## config.mk

```make
export PLATFORM = sky130hd
export DESIGN_NAME = fpp_port
export DESIGN_NICKNAME = d
export VERILOG_FILES = /design/src/fpp_pkg.sv /design/src/fpp_sync.sv /design/src/fpp_port.sv
export VERILOG_INCLUDE_DIRS = /design/src
export SDC_FILE = /design/constraint.sdc
export NUM_CORES = 1
export LEC_CHECK = 0
export BUFFER_PORTS_ARGS = -buffer_cell sky130_fd_sc_hd__buf_2
export CAP_MARGIN = 20
export CORE_MARGIN = 2
export CORE_UTILIZATION = 50
export CTS_CLUSTER_SIZE = 28
export DETAILED_ROUTE_END_ITERATION = 6
export GPL_TIMING_DRIVEN = 0
export PLACE_DENSITY = 0.68
export SKIP_CTS_REPAIR_TIMING = 1
export SLEW_MARGIN = 20
export SYNTH_ARGS = -nofsm -noshare
export SYNTH_HDL_FRONTEND = slang
export SYNTH_SLANG_ARGS = --single-unit
```

## constraint.sdc

```tcl
create_clock -name pclk -period 5.93 [get_ports pclk]
set_input_delay 0.2965 -clock pclk [delete_from_list [all_inputs] [get_ports pclk]]
set_output_delay 0.2965 -clock pclk [all_outputs]
set_load 0.01 [all_outputs]
```

## src/fpp_defs.svh

```systemverilog
`ifndef FPP_DEFS_SVH
`define FPP_DEFS_SVH

`define FPP_ST_RSVD     2'h0
`define FPP_ST_XFER     2'h1
`define FPP_ST_STAT     2'h2
`define FPP_ST_ID       2'h3
`define FPP_ID_FMT9     8'h5A
`define FPP_ID_FMT11    8'hA5
`define FPP_GEN1        15:11
`define FPP_GEN2        10:6
`define FPP_OP11        5:2
`define FPP_F11         0
`define FPP_OP9         5:3
`define FPP_F9          2
`define FPP_I9          1:0
`define FPP_GEN_REG_MAX 5'h07
`define FPP_I_BYTE      2'h0
`define FPP_I_WORD      2'h1
`define FPP_WORDS_1     3'h1
`define FPP_WORDS_2     3'h2
`define FPP_WORDS_4     3'h4
`define FPP_OP2_BASE    3'h4
`define FPP_SW_QUIT     0
`define FPP_SW_L        2
`define FPP_SW_Z        6
`define FPP_SW_N        7
`define FPP_TT          2:0
`define FPP_TT_ILL      3'h5
`define FPP_TT_DVZ      3'h6
`define FPP_CLK_MHZ     20
`define FPP_PULSE_NS    50
`define FPP_PULSE_CYC   8'(((`FPP_PULSE_NS * `FPP_CLK_MHZ) + 999) / 1000)
`define FPP_ECHO_CYC    8'h04
`define FPP_RST_MIN_CYC 64
`define FPP_A_CTRL      8'h00
`define FPP_A_STATE     8'h04
`define FPP_A_FSR       8'h08
`define FPP_A_OPW       8'h0C
`define FPP_SYNC_RST    19'h40000
`endif

```

## src/fpp_pkg.sv

```systemverilog
`default_nettype none
package fpp_pkg;
   typedef enum logic [2:0] {
      ST_IDLE  = 3'b000,
      ST_OPW   = 3'b001,
      ST_OPND  = 3'b010,
      ST_EXEC  = 3'b011,
      ST_PULSE = 3'b100,
      ST_ECHO  = 3'b101,
      ST_STAT  = 3'b110,
      ST_RES   = 3'b111
   } fpp_state_t;
   typedef enum logic [4:0] {
      OP_ADD = 5'b00000, OP_SUB = 5'b00001, OP_MUL = 5'b00010, OP_DIV = 5'b00011,
      OP_MOV = 5'b00100, OP_ABS = 5'b00101, OP_NEG = 5'b00110, OP_CMP = 5'b00111,
      OP_FLR = 5'b01000, OP_TRC = 5'b01001, OP_RND = 5'b01010, OP_WID = 5'b01011,
      OP_NAR = 5'b01100, OP_I2F = 5'b01101, OP_LDS = 5'b01110, OP_STS = 5'b01111,
      OP_ILL = 5'b10000
   } fpp_op_t;
endpackage
`default_nettype wire

```

## src/fpp_sync.sv

```systemverilog
`default_nettype none
module fpp_sync #(
   parameter int unsigned  W  = 1,
   parameter logic [W-1:0] RV = '0
) (
   // clock and reset
   input  wire logic         clk,
   input  wire logic         rst_n,
   // levels in and out
   input  wire logic [W-1:0] d,
   output logic      [W-1:0] q
);
   logic [W-1:0] meta_q;

   // two flops; the first is read only by the second
   always_ff @(posedge clk or negedge rst_n) begin
      if (!rst_n) begin
         meta_q <= RV;
         q      <= RV;
      end else begin
         meta_q <= d;
         q      <= meta_q;
      end
   end
endmodule
`default_nettype wire

```

## src/fpp_port.sv

```systemverilog
`include "fpp_defs.svh"
`default_nettype none
module fpp_port #(
   parameter logic [7:0] EXEC_CYCLES = 8'h08,
   parameter logic [7:0] ID_FMT9     = `FPP_ID_FMT9,
   parameter logic [7:0] ID_FMT11    = `FPP_ID_FMT11
) (
   // clock and reset
   input  wire logic        pclk,
   input  wire logic        presetn,
   // apb slave
   input  wire logic        psel,
   input  wire logic        penable,
   input  wire logic        pwrite,
   input  wire logic [7:0]  paddr,
   input  wire logic [31:0] pwdata,
   output logic      [31:0] prdata,
   output logic             pready,
   output logic             pslverr,
   // host protocol pins
   input  wire logic        status_line_low,
   input  wire logic        status_line_high,
   input  wire logic        handshake_strobe_n_i,
   output logic             handshake_strobe_n_o,
   output logic             handshake_strobe_n_oe,
   input  wire logic [15:0] data_i,
   output logic      [15:0] data_o,
   output logic             data_oe
);
   fpp_pkg::fpp_state_t state_q;
   fpp_pkg::fpp_op_t    op_c;
   logic [18:0] sync_q;
   logic        spc_s;
   logic [1:0]  code_s;
   logic [15:0] dat_s;
   logic        spc_d1_q;
   logic        guard;
   logic        fall;
   logic        rise;
   logic [1:0]  code_q;
   logic        fmt11_q;
   logic [15:0] opword_q;
   logic [15:0] opm_q [0:7];
   logic [2:0]  wcnt_q;
   logic [2:0]  rcnt_q;
   logic [7:0]  cnt_q;
   logic [15:0] res_q [0:3];
   logic [15:0] sw_q;
   logic [31:0] fsr_q;
   logic        inject_q;
   logic        fl;
   logic [2:0]  fs;
   logic [2:0]  is;
   logic        g1r;
   logic        g2r;
   logic [2:0]  n1;
   logic [2:0]  n2;
   logic [2:0]  nr;
   logic [2:0]  ntot;
   logic [2:0]  widx;
   logic [63:0] a1;
   logic [63:0] a2;
   logic [63:0] res_c;
   logic        quit_c;
   logic [2:0]  tt_c;
   logic        eq_c;
   logic        gt_c;
   logic        id_wr;
   logic        x_wr;
   logic        s_go;
   logic        r_go;
   logic [31:0] rd_c;
   logic        map_c;

   function automatic logic [2:0] fsize(input logic single);
      fsize = single ? `FPP_WORDS_2 : `FPP_WORDS_4;
   endfunction

   function automatic logic [2:0] isize(input logic [1:0] i);
      isize = (i == `FPP_I_BYTE || i == `FPP_I_WORD) ? `FPP_WORDS_1 : `FPP_WORDS_2;
   endfunction

   function automatic logic [63:0] mag(input logic [63:0] v, input logic single);
      mag = single ? {33'h0, v[30:0]} : {1'b0, v[62:0]};
   endfunction

   function automatic logic sgn(input logic [63:0] v, input logic single);
      sgn = single ? v[31] : v[63];
   endfunction

   // pins pass two flops first
   fpp_sync #(
      .W  (19),
      .RV (`FPP_SYNC_RST)
   ) u_sync (
      .clk   (pclk),
      .rst_n (presetn),
      .d     ({handshake_strobe_n_i, status_line_high, status_line_low, data_i}),
      .q     (sync_q)
   );

   assign spc_s  = sync_q[18];
   assign code_s = sync_q[17:16];
   assign dat_s  = sync_q[15:0];
   // own pulse and its echo are not host cycles
   assign guard  = (state_q == fpp_pkg::ST_PULSE) || (state_q == fpp_pkg::ST_ECHO);
   assign fall   = spc_d1_q & ~spc_s & ~guard;
   assign rise   = ~spc_d1_q & spc_s & ~guard;

   always_ff @(posedge pclk or negedge presetn) begin
      if (!presetn) begin
         spc_d1_q <= 1'b1;
         code_q   <= `FPP_ST_RSVD;
      end else begin
         spc_d1_q <= spc_s;
         if (fall) begin
            code_q <= code_s;
         end
      end
   end

   // decode of the operation word
   always_comb begin
      fl  = fmt11_q ? opword_q[`FPP_F11] : opword_q[`FPP_F9];
      fs  = fsize(fl);
      is  = isize(opword_q[`FPP_I9]);
      g1r = opword_q[`FPP_GEN1] <= `FPP_GEN_REG_MAX;
      g2r = opword_q[`FPP_GEN2] <= `FPP_GEN_REG_MAX;
      op_c = fpp_pkg::OP_ILL;
      if (fmt11_q) begin
         case (opword_q[`FPP_OP11])
            4'h0: op_c = fpp_pkg::OP_ADD;
            4'h1: op_c = fpp_pkg::OP_MOV;
            4'h2: op_c = fpp_pkg::OP_CMP;
            4'h4: op_c = fpp_pkg::OP_SUB;
            4'h5: op_c = fpp_pkg::OP_NEG;
            4'h8: op_c = fpp_pkg::OP_DIV;
            4'hC: op_c = fpp_pkg::OP_MUL;
            4'hD: op_c = fpp_pkg::OP_ABS;
            default: op_c = fpp_pkg::OP_ILL;
         endcase
      end else begin
         case (opword_q[`FPP_OP9])
            3'h0: op_c = fpp_pkg::OP_I2F;
            3'h1: op_c = fpp_pkg::OP_LDS;
            3'h2: op_c = fpp_pkg::OP_NAR;
            3'h3: op_c = fpp_pkg::OP_WID;
            3'h4: op_c = fpp_pkg::OP_RND;
            3'h5: op_c = fpp_pkg::OP_TRC;
            3'h6: op_c = fpp_pkg::OP_STS;
            default: op_c = fpp_pkg::OP_FLR;
         endcase
      end
      n1 = 3'h0;
      n2 = 3'h0;
      nr = 3'h0;
      case (op_c)
         fpp_pkg::OP_ADD, fpp_pkg::OP_SUB, fpp_pkg::OP_MUL, fpp_pkg::OP_DIV: begin
            n1 = g1r ? 3'h0 : fs;
            n2 = g2r ? 3'h0 : fs;
            nr = g2r ? 3'h0 : fs;
         end
         fpp_pkg::OP_CMP: begin
            n1 = g1r ? 3'h0 : fs;
            n2 = g2r ? 3'h0 : fs;
         end
         fpp_pkg::OP_MOV, fpp_pkg::OP_ABS, fpp_pkg::OP_NEG: begin
            n1 = g1r ? 3'h0 : fs;
            nr = g2r ? 3'h0 : fs;
         end
         fpp_pkg::OP_FLR, fpp_pkg::OP_TRC, fpp_pkg::OP_RND: begin
            n1 = g1r ? 3'h0 : fs;
            nr = is;
         end
         fpp_pkg::OP_WID: begin
            n1 = g1r ? 3'h0 : `FPP_WORDS_2;
            nr = g2r ? 3'h0 : `FPP_WORDS_4;
         end
         fpp_pkg::OP_NAR: begin
            n1 = g1r ? 3'h0 : `FPP_WORDS_4;
            nr = g2r ? 3'h0 : `FPP_WORDS_2;
         end
         fpp_pkg::OP_I2F: begin
            n1 = is;
            nr = g2r ? 3'h0 : fs;
         end
         fpp_pkg::OP_LDS: n1 = `FPP_WORDS_2;
         fpp_pkg::OP_STS: nr = `FPP_WORDS_2;
         default: nr = 3'h0;
      endcase
      ntot = 3'(n1 + n2);
      widx = (wcnt_q < n1) ? wcnt_q : 3'(`FPP_OP2_BASE + wcnt_q - n1);
   end

   // execution: operand moves, sign ops, compare, status register access
   always_comb begin
      a1     = {opm_q[3], opm_q[2], opm_q[1], opm_q[0]};
      a2     = {opm_q[7], opm_q[6], opm_q[5], opm_q[4]};
      eq_c   = (a1 == a2) || (mag(a1, fl) == 64'h0 && mag(a2, fl) == 64'h0);
      gt_c   = !eq_c && ((!sgn(a1, fl) && sgn(a2, fl)) ||
               (!sgn(a1, fl) && !sgn(a2, fl) && mag(a1, fl) > mag(a2, fl)) ||
               (sgn(a1, fl) && sgn(a2, fl) && mag(a1, fl) < mag(a2, fl)));
      res_c  = a1;
      quit_c = inject_q;
      tt_c   = `FPP_TT_ILL;
      case (op_c)
         fpp_pkg::OP_ADD, fpp_pkg::OP_SUB, fpp_pkg::OP_MUL: res_c = a2;
         fpp_pkg::OP_DIV: begin
            res_c = a2;
            if (mag(a1, fl) == 64'h0) begin
               quit_c = 1'b1;
               tt_c   = `FPP_TT_DVZ;
            end
         end
         fpp_pkg::OP_ABS: res_c = fl ? {32'h0, 1'b0, a1[30:0]} : {1'b0, a1[62:0]};
         fpp_pkg::OP_NEG: res_c = fl ? {32'h0, ~a1[31], a1[30:0]} : {~a1[63], a1[62:0]};
         fpp_pkg::OP_STS: res_c = {32'h0, fsr_q};
         fpp_pkg::OP_ILL: quit_c = 1'b1;
         default: res_c = a1;
      endcase
   end

   // protocol events
   assign id_wr = rise && code_q == `FPP_ST_ID;
   assign x_wr  = rise && code_q == `FPP_ST_XFER &&
                  (state_q == fpp_pkg::ST_OPW || state_q == fpp_pkg::ST_OPND);
   assign s_go  = fall && code_s == `FPP_ST_STAT && state_q == fpp_pkg::ST_STAT;
   assign r_go  = fall && code_s == `FPP_ST_XFER && state_q == fpp_pkg::ST_RES;

   always_ff @(posedge pclk or negedge presetn) begin
      if (!presetn) begin
         state_q  <= fpp_pkg::ST_IDLE;
         fmt11_q  <= 1'b0;
         opword_q <= 16'h0000;
         wcnt_q   <= 3'h0;
         rcnt_q   <= 3'h0;
         cnt_q    <= 8'h00;
      end else if (id_wr) begin
         wcnt_q  <= 3'h0;
         fmt11_q <= dat_s[7:0] == ID_FMT11;
         if (dat_s[7:0] == ID_FMT9 || dat_s[7:0] == ID_FMT11) begin
            state_q <= fpp_pkg::ST_OPW;
         end else begin
            state_q <= fpp_pkg::ST_IDLE;
         end
      end else begin
         case (state_q)
            fpp_pkg::ST_OPW: if (x_wr) begin
               opword_q <= {dat_s[7:0], dat_s[15:8]};
               state_q  <= fpp_pkg::ST_OPND;
            end
            fpp_pkg::ST_OPND: if (wcnt_q == ntot) begin
               state_q <= fpp_pkg::ST_EXEC;
               cnt_q   <= EXEC_CYCLES;
            end else if (x_wr) begin
               wcnt_q <= 3'(wcnt_q + 3'h1);
            end
            fpp_pkg::ST_EXEC: if (cnt_q <= 8'h01) begin
               state_q <= fpp_pkg::ST_PULSE;
               cnt_q   <= `FPP_PULSE_CYC;
            end else begin
               cnt_q <= 8'(cnt_q - 8'h01);
            end
            fpp_pkg::ST_PULSE: if (cnt_q <= 8'h01) begin
               state_q <= fpp_pkg::ST_ECHO;
               cnt_q   <= `FPP_ECHO_CYC;
            end else begin
               cnt_q <= 8'(cnt_q - 8'h01);
            end
            fpp_pkg::ST_ECHO: if (cnt_q <= 8'h01) begin
               state_q <= fpp_pkg::ST_STAT;
            end else begin
               cnt_q <= 8'(cnt_q - 8'h01);
            end
            fpp_pkg::ST_STAT: if (rise && code_q == `FPP_ST_STAT) begin
               rcnt_q <= 3'h0;
               // a quit ends the exchange here
               if (sw_q[`FPP_SW_QUIT] || nr == 3'h0) begin
                  state_q <= fpp_pkg::ST_IDLE;
               end else begin
                  state_q <= fpp_pkg::ST_RES;
               end
            end
            fpp_pkg::ST_RES: if (rise && code_q == `FPP_ST_XFER) begin
               rcnt_q <= 3'(rcnt_q + 3'h1);
               if (3'(rcnt_q + 3'h1) == nr) begin
                  state_q <= fpp_pkg::ST_IDLE;
               end
            end
            default: state_q <= state_q;
         endcase
      end
   end

   // operand store, cleared per instruction so register-mode sources read zero
   always_ff @(posedge pclk or negedge presetn) begin
      if (!presetn) begin
         for (int k = 0; k < 8; k++) begin
            opm_q[k] <= 16'h0000;
         end
      end else if (state_q == fpp_pkg::ST_OPW && x_wr) begin
         for (int k = 0; k < 8; k++) begin
            opm_q[k] <= 16'h0000;
         end
      end else if (state_q == fpp_pkg::ST_OPND && x_wr && wcnt_q != ntot) begin
         if (op_c == fpp_pkg::OP_I2F && opword_q[`FPP_I9] == `FPP_I_BYTE) begin
            opm_q[widx] <= {8'h00, dat_s[7:0]};
         end else begin
            opm_q[widx] <= dat_s;
         end
      end
   end

   // results, status word and float status register
   always_ff @(posedge pclk or negedge presetn) begin
      if (!presetn) begin
         for (int k = 0; k < 4; k++) begin
            res_q[k] <= 16'h0000;
         end
         sw_q  <= 16'h0000;
         fsr_q <= 32'h0000_0000;
      end else if (state_q == fpp_pkg::ST_EXEC && cnt_q <= 8'h01) begin
         for (int k = 0; k < 4; k++) begin
            res_q[k] <= res_c[16*k +: 16];
         end
         sw_q                 <= 16'h0000;
         sw_q[`FPP_SW_QUIT]   <= quit_c;
         sw_q[`FPP_SW_L]      <= 1'b0;
         if (op_c == fpp_pkg::OP_CMP && !quit_c) begin
            sw_q[`FPP_SW_Z] <= eq_c;
            sw_q[`FPP_SW_N] <= gt_c;
         end
         if (quit_c) begin
            fsr_q[`FPP_TT] <= tt_c;
         end else if (op_c == fpp_pkg::OP_LDS) begin
            fsr_q <= a1[31:0];
         end
      end
   end

   // pin drivers
   always_ff @(posedge pclk or negedge presetn) begin
      if (!presetn) begin
         data_o                <= 16'h0000;
         data_oe               <= 1'b0;
         handshake_strobe_n_o  <= 1'b1;
         handshake_strobe_n_oe <= 1'b0;
      end else begin
         if (id_wr || rise || guard) begin
            data_oe <= 1'b0;
         end else if (s_go) begin
            data_o  <= sw_q;
            data_oe <= 1'b1;
         end else if (r_go) begin
            data_o  <= res_q[rcnt_q[1:0]];
            data_oe <= 1'b1;
         end
         handshake_strobe_n_o  <= state_q != fpp_pkg::ST_PULSE;
         handshake_strobe_n_oe <= state_q == fpp_pkg::ST_PULSE;
      end
   end

   // apb slave, no wait states
   always_comb begin
      map_c = 1'b1;
      rd_c  = 32'h0000_0000;
      case (paddr)
         `FPP_A_CTRL:  rd_c = {31'h0, inject_q};
         `FPP_A_STATE: rd_c = {29'h0, state_q};
         `FPP_A_FSR:   rd_c = fsr_q;
         `FPP_A_OPW:   rd_c = {15'h0, fmt11_q, opword_q};
         default:      map_c = 1'b0;
      endcase
   end

   assign pready = 1'b1;

   always_ff @(posedge pclk or negedge presetn) begin
      if (!presetn) begin
         prdata   <= 32'h0000_0000;
         pslverr  <= 1'b0;
         inject_q <= 1'b0;
      end else begin
         if (psel && !penable) begin
            prdata  <= pwrite ? 32'h0000_0000 : rd_c;
            pslverr <= !map_c;
         end
         if (psel && penable && pwrite && paddr == `FPP_A_CTRL) begin
            inject_q <= pwdata[0];
         end
      end
   end
endmodule
`default_nettype wire

```

==> results_dict.tcl, run 1 <==
set metrics [dict create \
    outcome "completed" \
    fin_nets 2137 \
    p_int_mw 5.46 \
    pwr-share-clk 0.267 \
    async_flop_share 1.00 \
    path_clk_slew_ns 0.06 \
    track_usage 0.330 \
    synth.top_cells.by_count "351 x dfrtp_1, 265 x nand2_1, 142 x o21ai_0, 95 x nand3_1, 82 x clkbuf_1" \
    min_from "paddr[0]" \
    peakVddDrop_mv 0.286 \
    die-height_um 196 \
    power.density_nw_per_um2 450 \
    crit_fanout 10 \
    worstSetupPathType "reg2reg" \
    grt_max_degree 100 \
    reg2reg_setup_slack_ns 0.41 \
    cap_viol_max_count 0 \
    viasPerCell 6.43 \
    drive_above_1_share 0.115 \
    synth_top_area_frac 0.479 \
    hpwl_um 45500 \
    cts_root_buf "clkbuf_16" \
    grt_pass1_vias 15400 \
    synth_top_cells_by_area "dfrtp_1 48%, ha_1 5.5%, nand2_1 5.4%" \
    core_sq_um 36300 \
    synth_nets 1986 \
    synth_seq_area_share 0.484 \
    period_share 0.930 \
    antenna_cells 0 \
    rsz0062_at_grt "no" \
    grt_pass1_wl_um 95100 \
    rows 70 \
    antenna_found_initial 0 \
    syn_area_sq_um 18300 \
    dp_cells 2398 \
    setup_ws_ns 0.414 \
    critPathRequiredTime_ns 6.33 \
    io_buffers 84 \
    avgRoutedWirePerCell_um 25.0 \
    skew_ns 0.0314 \
    seq_power_share 0.339 \
    regToRegStartpoint "opword_q[3]" \
    tightest_slew_ns 1.15 \
    worstHoldEndpoint "pslverr" \
    yosysMostFrequentCell "dfrtp_1" \
    ys.flop_type "dfrtp_1" \
    synth_area_leader_cell "dfrtp_1" \
    dieWidth_um 196 \
    cts_tree "done" \
    grt_overflow_total 0 \
    crit_arrival_ns 5.91 \
    netlist_instances 1840 \
    ys_warn_count 0 \
    finalInstanceArea_sq_um 21000 \
    layout.cells.non_filler 2483 \
    areaGrowthSynthToFinish_pct 14.5 \
    whs_path_depth 3 \
    clock_path_buffers 3 \
    ant_nets 0 \
    cts_sinks 355 \
    drcViolationCount 0 \
    finalMaxSlewViolations 0 \
    crit_path_end_kind "flip-flop" \
    finalCriticalPeriod_ns 5.52 \
    die_area_sq_um 38200 \
    ff2ff_path_depth 20 \
    finalHoldViolations 0 \
    firstDrtPassIters 5 \
    combPwrFrac 0.394 \
    initial_core_util 0.505 \
    ys_seq_elements 355 \
    p_switching_mw 3.99 \
    yosys.cell_types.count 75 \
    sw_frac_of_total 0.422 \
    pre_cts_slack_ns 0.419 \
    routed_wl_um 62100 \
    io_pins 117 \
    hold_path_class "in2reg" \
    avgSynthCellArea_sq_um 9.97 \
    h-tree-depth 2 \
    dpl_cell_area_sq_um 19500 \
    vias 16000 \
    nFillCells 3132 \
    initialDrtViolationCount 1780 \
    synth_edf_count 0 \
    power_leakage_nw 9.83 \
    reg2reg_to "a2[61]" \
    finalPower_mw 9.45 \
    finish.utilization 0.578 \
    timing.fmax_mhz 181 \
    insertion_delay_ns 0.57 \
    cp-start-kind "flip-flop" \
    cts-buffers-inserted 38 \
    setup_viol 0 \
    gp_congestion 0.979 \
    maxSlewHeadroom 0.209 \
]
[how the worst max path moves through the flow]
stage           startpoint         end
2_1_floorplan  opword_q[3]      a2[61]
3_3_place_gp       presetn  prdata[19]
3_5_place_dp   opword_q[3]      a2[61]
4_1_cts        opword_q[3]      a2[61]
5_1_grt        opword_q[3]      a2[61]
6_report       opword_q[3]      a2[61]
[per-stage QoR]
| stage | setup TNS [ns] | hold slack (ns) |
|---|---|---|
| 2_1_floorplan | 0 | 0.000909 |
| 3_3_place_gp | -757.27 | 0.332 |
| 3_5_place_dp | 0 | 0.100 |
| 4_1_cts | 0 | -0.496 |
| 5_1_grt | 0 | 0.118 |
| 6_report | 0 | 0.0975 |
[layer usage]
| layer | share of wire | GRT usage |
|---|---|---|
| met5 | 0 | 0 |
| met4 | 0.046 | 0.148 |
| met3 | 0.10 | 0.0689 |
| met2 | 0.45 | 0.501 |
| met1 | 0.41 | 0.457 |
[registers in the layout (all words and copies together) (netlist names), 2 cells and up]
name and count:
state_q 3, cnt_q 8, code_q 2, wcnt_q 3, opword_q 16, sw_q 3, a1 64, prdata 32
a2 64, u_sync.meta_q 19, fsr_q 32, u_sync.q 19, data_o 16, rcnt_q 3, res_q 64
[power groups by stage]
stage | combinational, mW | sequential [mW] | clock [mW]
detailed placement | 3.57 | 3.21 | 0
CTS | 3.59 | 3.17 | 2.54
global placement | 3.50 | 3.21 | 0
global route | 4.03 | 3.21 | 2.64
finish | 3.72 | 3.20 | 2.52
floorplan | 2.34 | 2.99 | 0
[worst max-delay path, stage by stage (launching register included)]
cell and delay [ns]:
dfrtp_1 0.40, buf_2 0.29, inv_1 0.18, ha_1 0.29
a21oi_1 0.23, a21oi_1 0.15, and2_1 0.24, a21oi_1 0.16
o22a_1 0.22, ha_1 0.16, inv_1 0.05, fa_1 0.36
o21ai_1 0.27, mux2i_2 0.62, nor2b_1 0.37, nand2_1 0.08
or4_1 0.42, clkbuf_1 0.25, clkbuf_1 0.34, nand3_1 0.17
o21ai_0 0.09
[layout make-up]
type | instances | area [sq um] | share of cell area
Clock inverter | 18 | 272 | 0.0129
Inverter | 57 | 214 | 0.0102
Clock buffer | 46 | 1020 | 0.0486
Timing Repair Buffer | 111 | 762 | 0.0363
Tap cell | 468 | 586 | 0.0279
Buffer | 107 | 429 | 0.0204
Sequential cell | 355 | 8890 | 0.423
Multi-Input combinational cell | 1321 | 8830 | 0.420
[cells in the final DEF, fill, tap and decap left out, types with 48 or more instances in the layout]
cell type  Yosys  layout
mux2i_1       71      70
o21ai_0      142     142
buf_2          7      90
inv_1         55      55
a22oi_1       48      48
nand3_1       95      95
nand2_1      265     265
nor2_1        76      76
ha_1          81      81
clkbuf_1      82      86
dfrtp_1      351     351
[cells by family (layout without fill, tap and decap cells)]
| kind of cell | Yosys count | in the layout | share of synthesized area |
|---|---|---|---|
| fa+ha+maj | 82 | 82 | 0.0563 |
| buf+inv | 164 | 339 | 0.0351 |
| simple gates | 676 | 676 | 0.180 |
| mux | 124 | 124 | 0.0817 |
| other cells | 1 | 1 | 0.000204 |
| xor+xnor | 45 | 45 | 0.0215 |
| compound gates | 393 | 393 | 0.140 |
| flops | 355 | 355 | 0.484 |
Note: power is estimated with default switching activity, not from simulation.
==> inputs of run 2 (changes only) <==
- ABC_AREA: unset -> 1
==> run 2 against run 1 <==
Net effect:
- sequential power down 6.9%
- maximum frequency is 2.8% lower
- final area rose by 2.9%
- synthesized area increased by 3.0%
- critical path depth grew 4
- die area up 2.9%
- power down 3.2%
- register-to-register slack got worse by 0.16 ns
- clock power is 2% higher
- critical path type unchanged
- sequential share of layout area fell by 1.2 points
- clock skew is 0.017 ns lower
- cell count is 24% higher
==> results_dict.tcl, run 2 <==
set metrics [dict create \
    hold_path_class "in2reg" \
    drive_above_1_share 0.0900 \
    finalCriticalPeriod_ns 5.67 \
    power.density_nw_per_um2 423 \
    synth_top_cells_by_area "dfrtp_1 46%, nand2_1 16%, ha_1 5.4%" \
    netlist_instances 2389 \
    reg2reg_to "a1[59]" \
    ys_seq_elements 355 \
    synth_nets 2535 \
    yosys.cell_types.count 61 \
    ff2ff_path_depth 24 \
    ys.flop_type "dfrtp_1" \
    die_area_sq_um 39400 \
    critPathRequiredTime_ns 6.39 \
    synth_area_leader_cell "dfrtp_1" \
    grt_overflow_total 0 \
    io_pins 117 \
    die-height_um 198 \
    vias 17600 \
    timing.fmax_mhz 176 \
    cts_sinks 355 \
    rows 71 \
    initialDrtViolationCount 2050 \
    maxSlewHeadroom 0.192 \
    avgRoutedWirePerCell_um 21.5 \
    gp_congestion 1.01 \
    p_int_mw 5.15 \
    hold_ws_ns 0.0175 \
    dpl_cell_area_sq_um 20100 \
    areaGrowthSynthToFinish_pct 14.4 \
    rsz0062_at_grt "no" \
    ant_nets 0 \
    min_from "pwdata[0]" \
    crit_path_end_kind "flip-flop" \
    nFillCells 3492 \
    synth.top_cells.by_count "798 x nand2_1, 351 x dfrtp_1, 225 x inv_1, 173 x nor2_1, 124 x o21ai_0" \
    fin_nets 2684 \
    antenna_found_initial 7 \
    pwr-share-clk 0.281 \
    io_buffers 84 \
    finalHoldViolations 0 \
    cts_tree "done" \
    clock_path_buffers 3 \
    power_leakage_nw 10.8 \
    regToRegStartpoint "opword_q[2]" \
    avgSynthCellArea_sq_um 7.91 \
    p_switching_mw 4.00 \
    h-tree-depth 2 \
    peakVddDrop_mv 0.388 \
    dieWidth_um 198 \
    whs_path_depth 3 \
    finalMaxSlewViolations 0 \
    grt_pass1_wl_um 100000 \
    setup.worst_path.start "opword_q[2]" \
    finalInstanceArea_sq_um 21600 \
    cts-buffers-inserted 39 \
    cts_root_buf "clkbuf_16" \
    core_sq_um 37400 \
    firstDrtPassIters 6 \
    synth_seq_area_share 0.470 \
    tightest_slew_ns 1.21 \
    final_common_cell "nand2_1" \
    initial_core_util 0.505 \
    layout_common_cells "798 x nand2_1, 351 x dfrtp_1, 225 x inv_1" \
    worstSetupPathType "reg2reg" \
    path_clk_slew_ns 0.06 \
    sw_frac_of_total 0.437 \
    ys_warn_count 0 \
    crit_fanout 10 \
    period_share 0.957 \
    seq_power_share 0.326 \
    cp-start-kind "flip-flop" \
    viasPerCell 5.71 \
    cap_viol_max_count 0 \
    tns_ns 0 \
    yosysMostFrequentCell "nand2_1" \
    async_flop_share 1.00 \
    outcome "completed" \
    combPwrFrac 0.393 \
    setup_viol 0 \
    routed_wl_um 66300 \
    crit_arrival_ns 6.13 \
    grt_max_degree 100 \
    crit_end "a1[59]" \
    grt_pass1_vias 16600 \
    skew_ns 0.0146 \
    reg2reg_setup_slack_ns 0.26 \
    track_usage 0.345 \
    hpwl_um 49900 \
    drcViolationCount 0 \
    synth_edf_count 0 \
    syn_area_sq_um 18900 \
    synth_top_area_frac 0.465 \
    insertion_delay_ns 0.57 \
]
[run 2: cell count changes after synthesis, moves of 22 or more]
| cell | delta |
|---|---|
| a221o_1 | -33 |
| nor2_1 | +97 |
| a21oi_1 | +80 |
| mux2_2 | -36 |
| inv_1 | +170 |
| mux2i_1 | -70 |
| and3_1 | -38 |
| nand2b_1 | -22 |
| nand2_1 | +533 |
| and2_1 | -38 |
| a22oi_1 | -47 |
| a31oi_1 | -33 |
| o22ai_1 | +34 |
[run 2: per-layer routing]
| layer | vias up | share of wire | global-route usage |
|---|---|---|---|
| met3 | 148 | 0.091 | 0.0677 |
| li1 | 8175 | - | - |
| met2 | 758 | 0.44 | 0.525 |
| met4 | 6 | 0.042 | 0.145 |
| met1 | 8501 | 0.43 | 0.483 |
| met5 | - | 0.00057 | 0 |
[run 2: worst min-delay path by stage]
| stage | endpoint |
|---|---|
| after floorplan | a1[0] |
| after global placement | u_sync.q[8] |
| after detailed placement | cnt_q[6] |
| after CTS | cnt_q[6] |
| after global routing | inject_q |
| final | inject_q |
[run 2: kinds of logic (layout without fill, tap and decap cells)]
kind of cell | after synthesis | count (layout) | synth area share
and+or+nand+nor | 1207 | 1207 | 0.266
AOI/OAI and AO/OA | 381 | 381 | 0.122
DFF | 355 | 355 | 0.470
buffers and inverters | 327 | 505 | 0.0698
adders and majority gates | 82 | 82 | 0.0547
xor gates and xnor gates | 35 | 35 | 0.0162
other | 1 | 2 | 0.000198
muxes | 1 | 1 | 0.000530
[run 2: power groups by stage]
stage	clock network, mW	logic [mW]	registers, mW
2_1_floorplan	0	2.16	2.88
3_3_place_gp	0	3.41	3.00
3_5_place_dp	0	3.46	3.00
4_1_cts	2.60	3.48	2.96
5_1_grt	2.71	3.89	3.00
6_report	2.57	3.59	2.98
[run 2: final cells by class]
cell class / count / area [sq um] / area share
Antenna cell: 1 / 2.50 / 0.000116
Buffer: 95 / 448 / 0.0207
Clock buffer: 47 / 1050 / 0.0484
Clock inverter: 23 / 287 / 0.0133
Inverter: 232 / 871 / 0.0403
Multi-Input combinational cell: 1707 / 8710 / 0.403
Sequential cell: 355 / 8890 / 0.411
Tap cell: 511 / 639 / 0.0296
Timing Repair Buffer: 108 / 724 / 0.0335
[run 2: worst max-delay path, stage by stage, from the launching register on]
cell,delay (ns)
dfrtp_1,0.37
inv_1,0.14
o21ai_0,0.56
buf_2,0.41
inv_2,0.24
buf_1,0.41
nor2_1,0.19
nand2_1,0.07
nand2_1,0.16
inv_1,0.07
ha_1,0.18
inv_1,0.06
fa_1,0.42
xor2_1,0.17
nand2_1,0.05
o21ai_0,0.36
nor2_1,0.21
inv_1,0.13
nor2_1,0.42
inv_1,0.11
nor2_2,0.27
nor2_2,0.15
buf_2,0.26
nand2_1,0.08
nand2_1,0.05
[run 2: per-stage QoR]
step                      instances  power (mW)  utilization  worst slack [ns]
final                          3079        9.14        0.578             0.257
after global routing           3078        9.60        0.578             0.137
after CTS                      3058        9.04        0.572             0.154
after detailed placement       2988        6.46        0.537             0.180
after global placement         2984        6.41        0.534             -2.30
after floorplan                2389        5.04            -              2.11
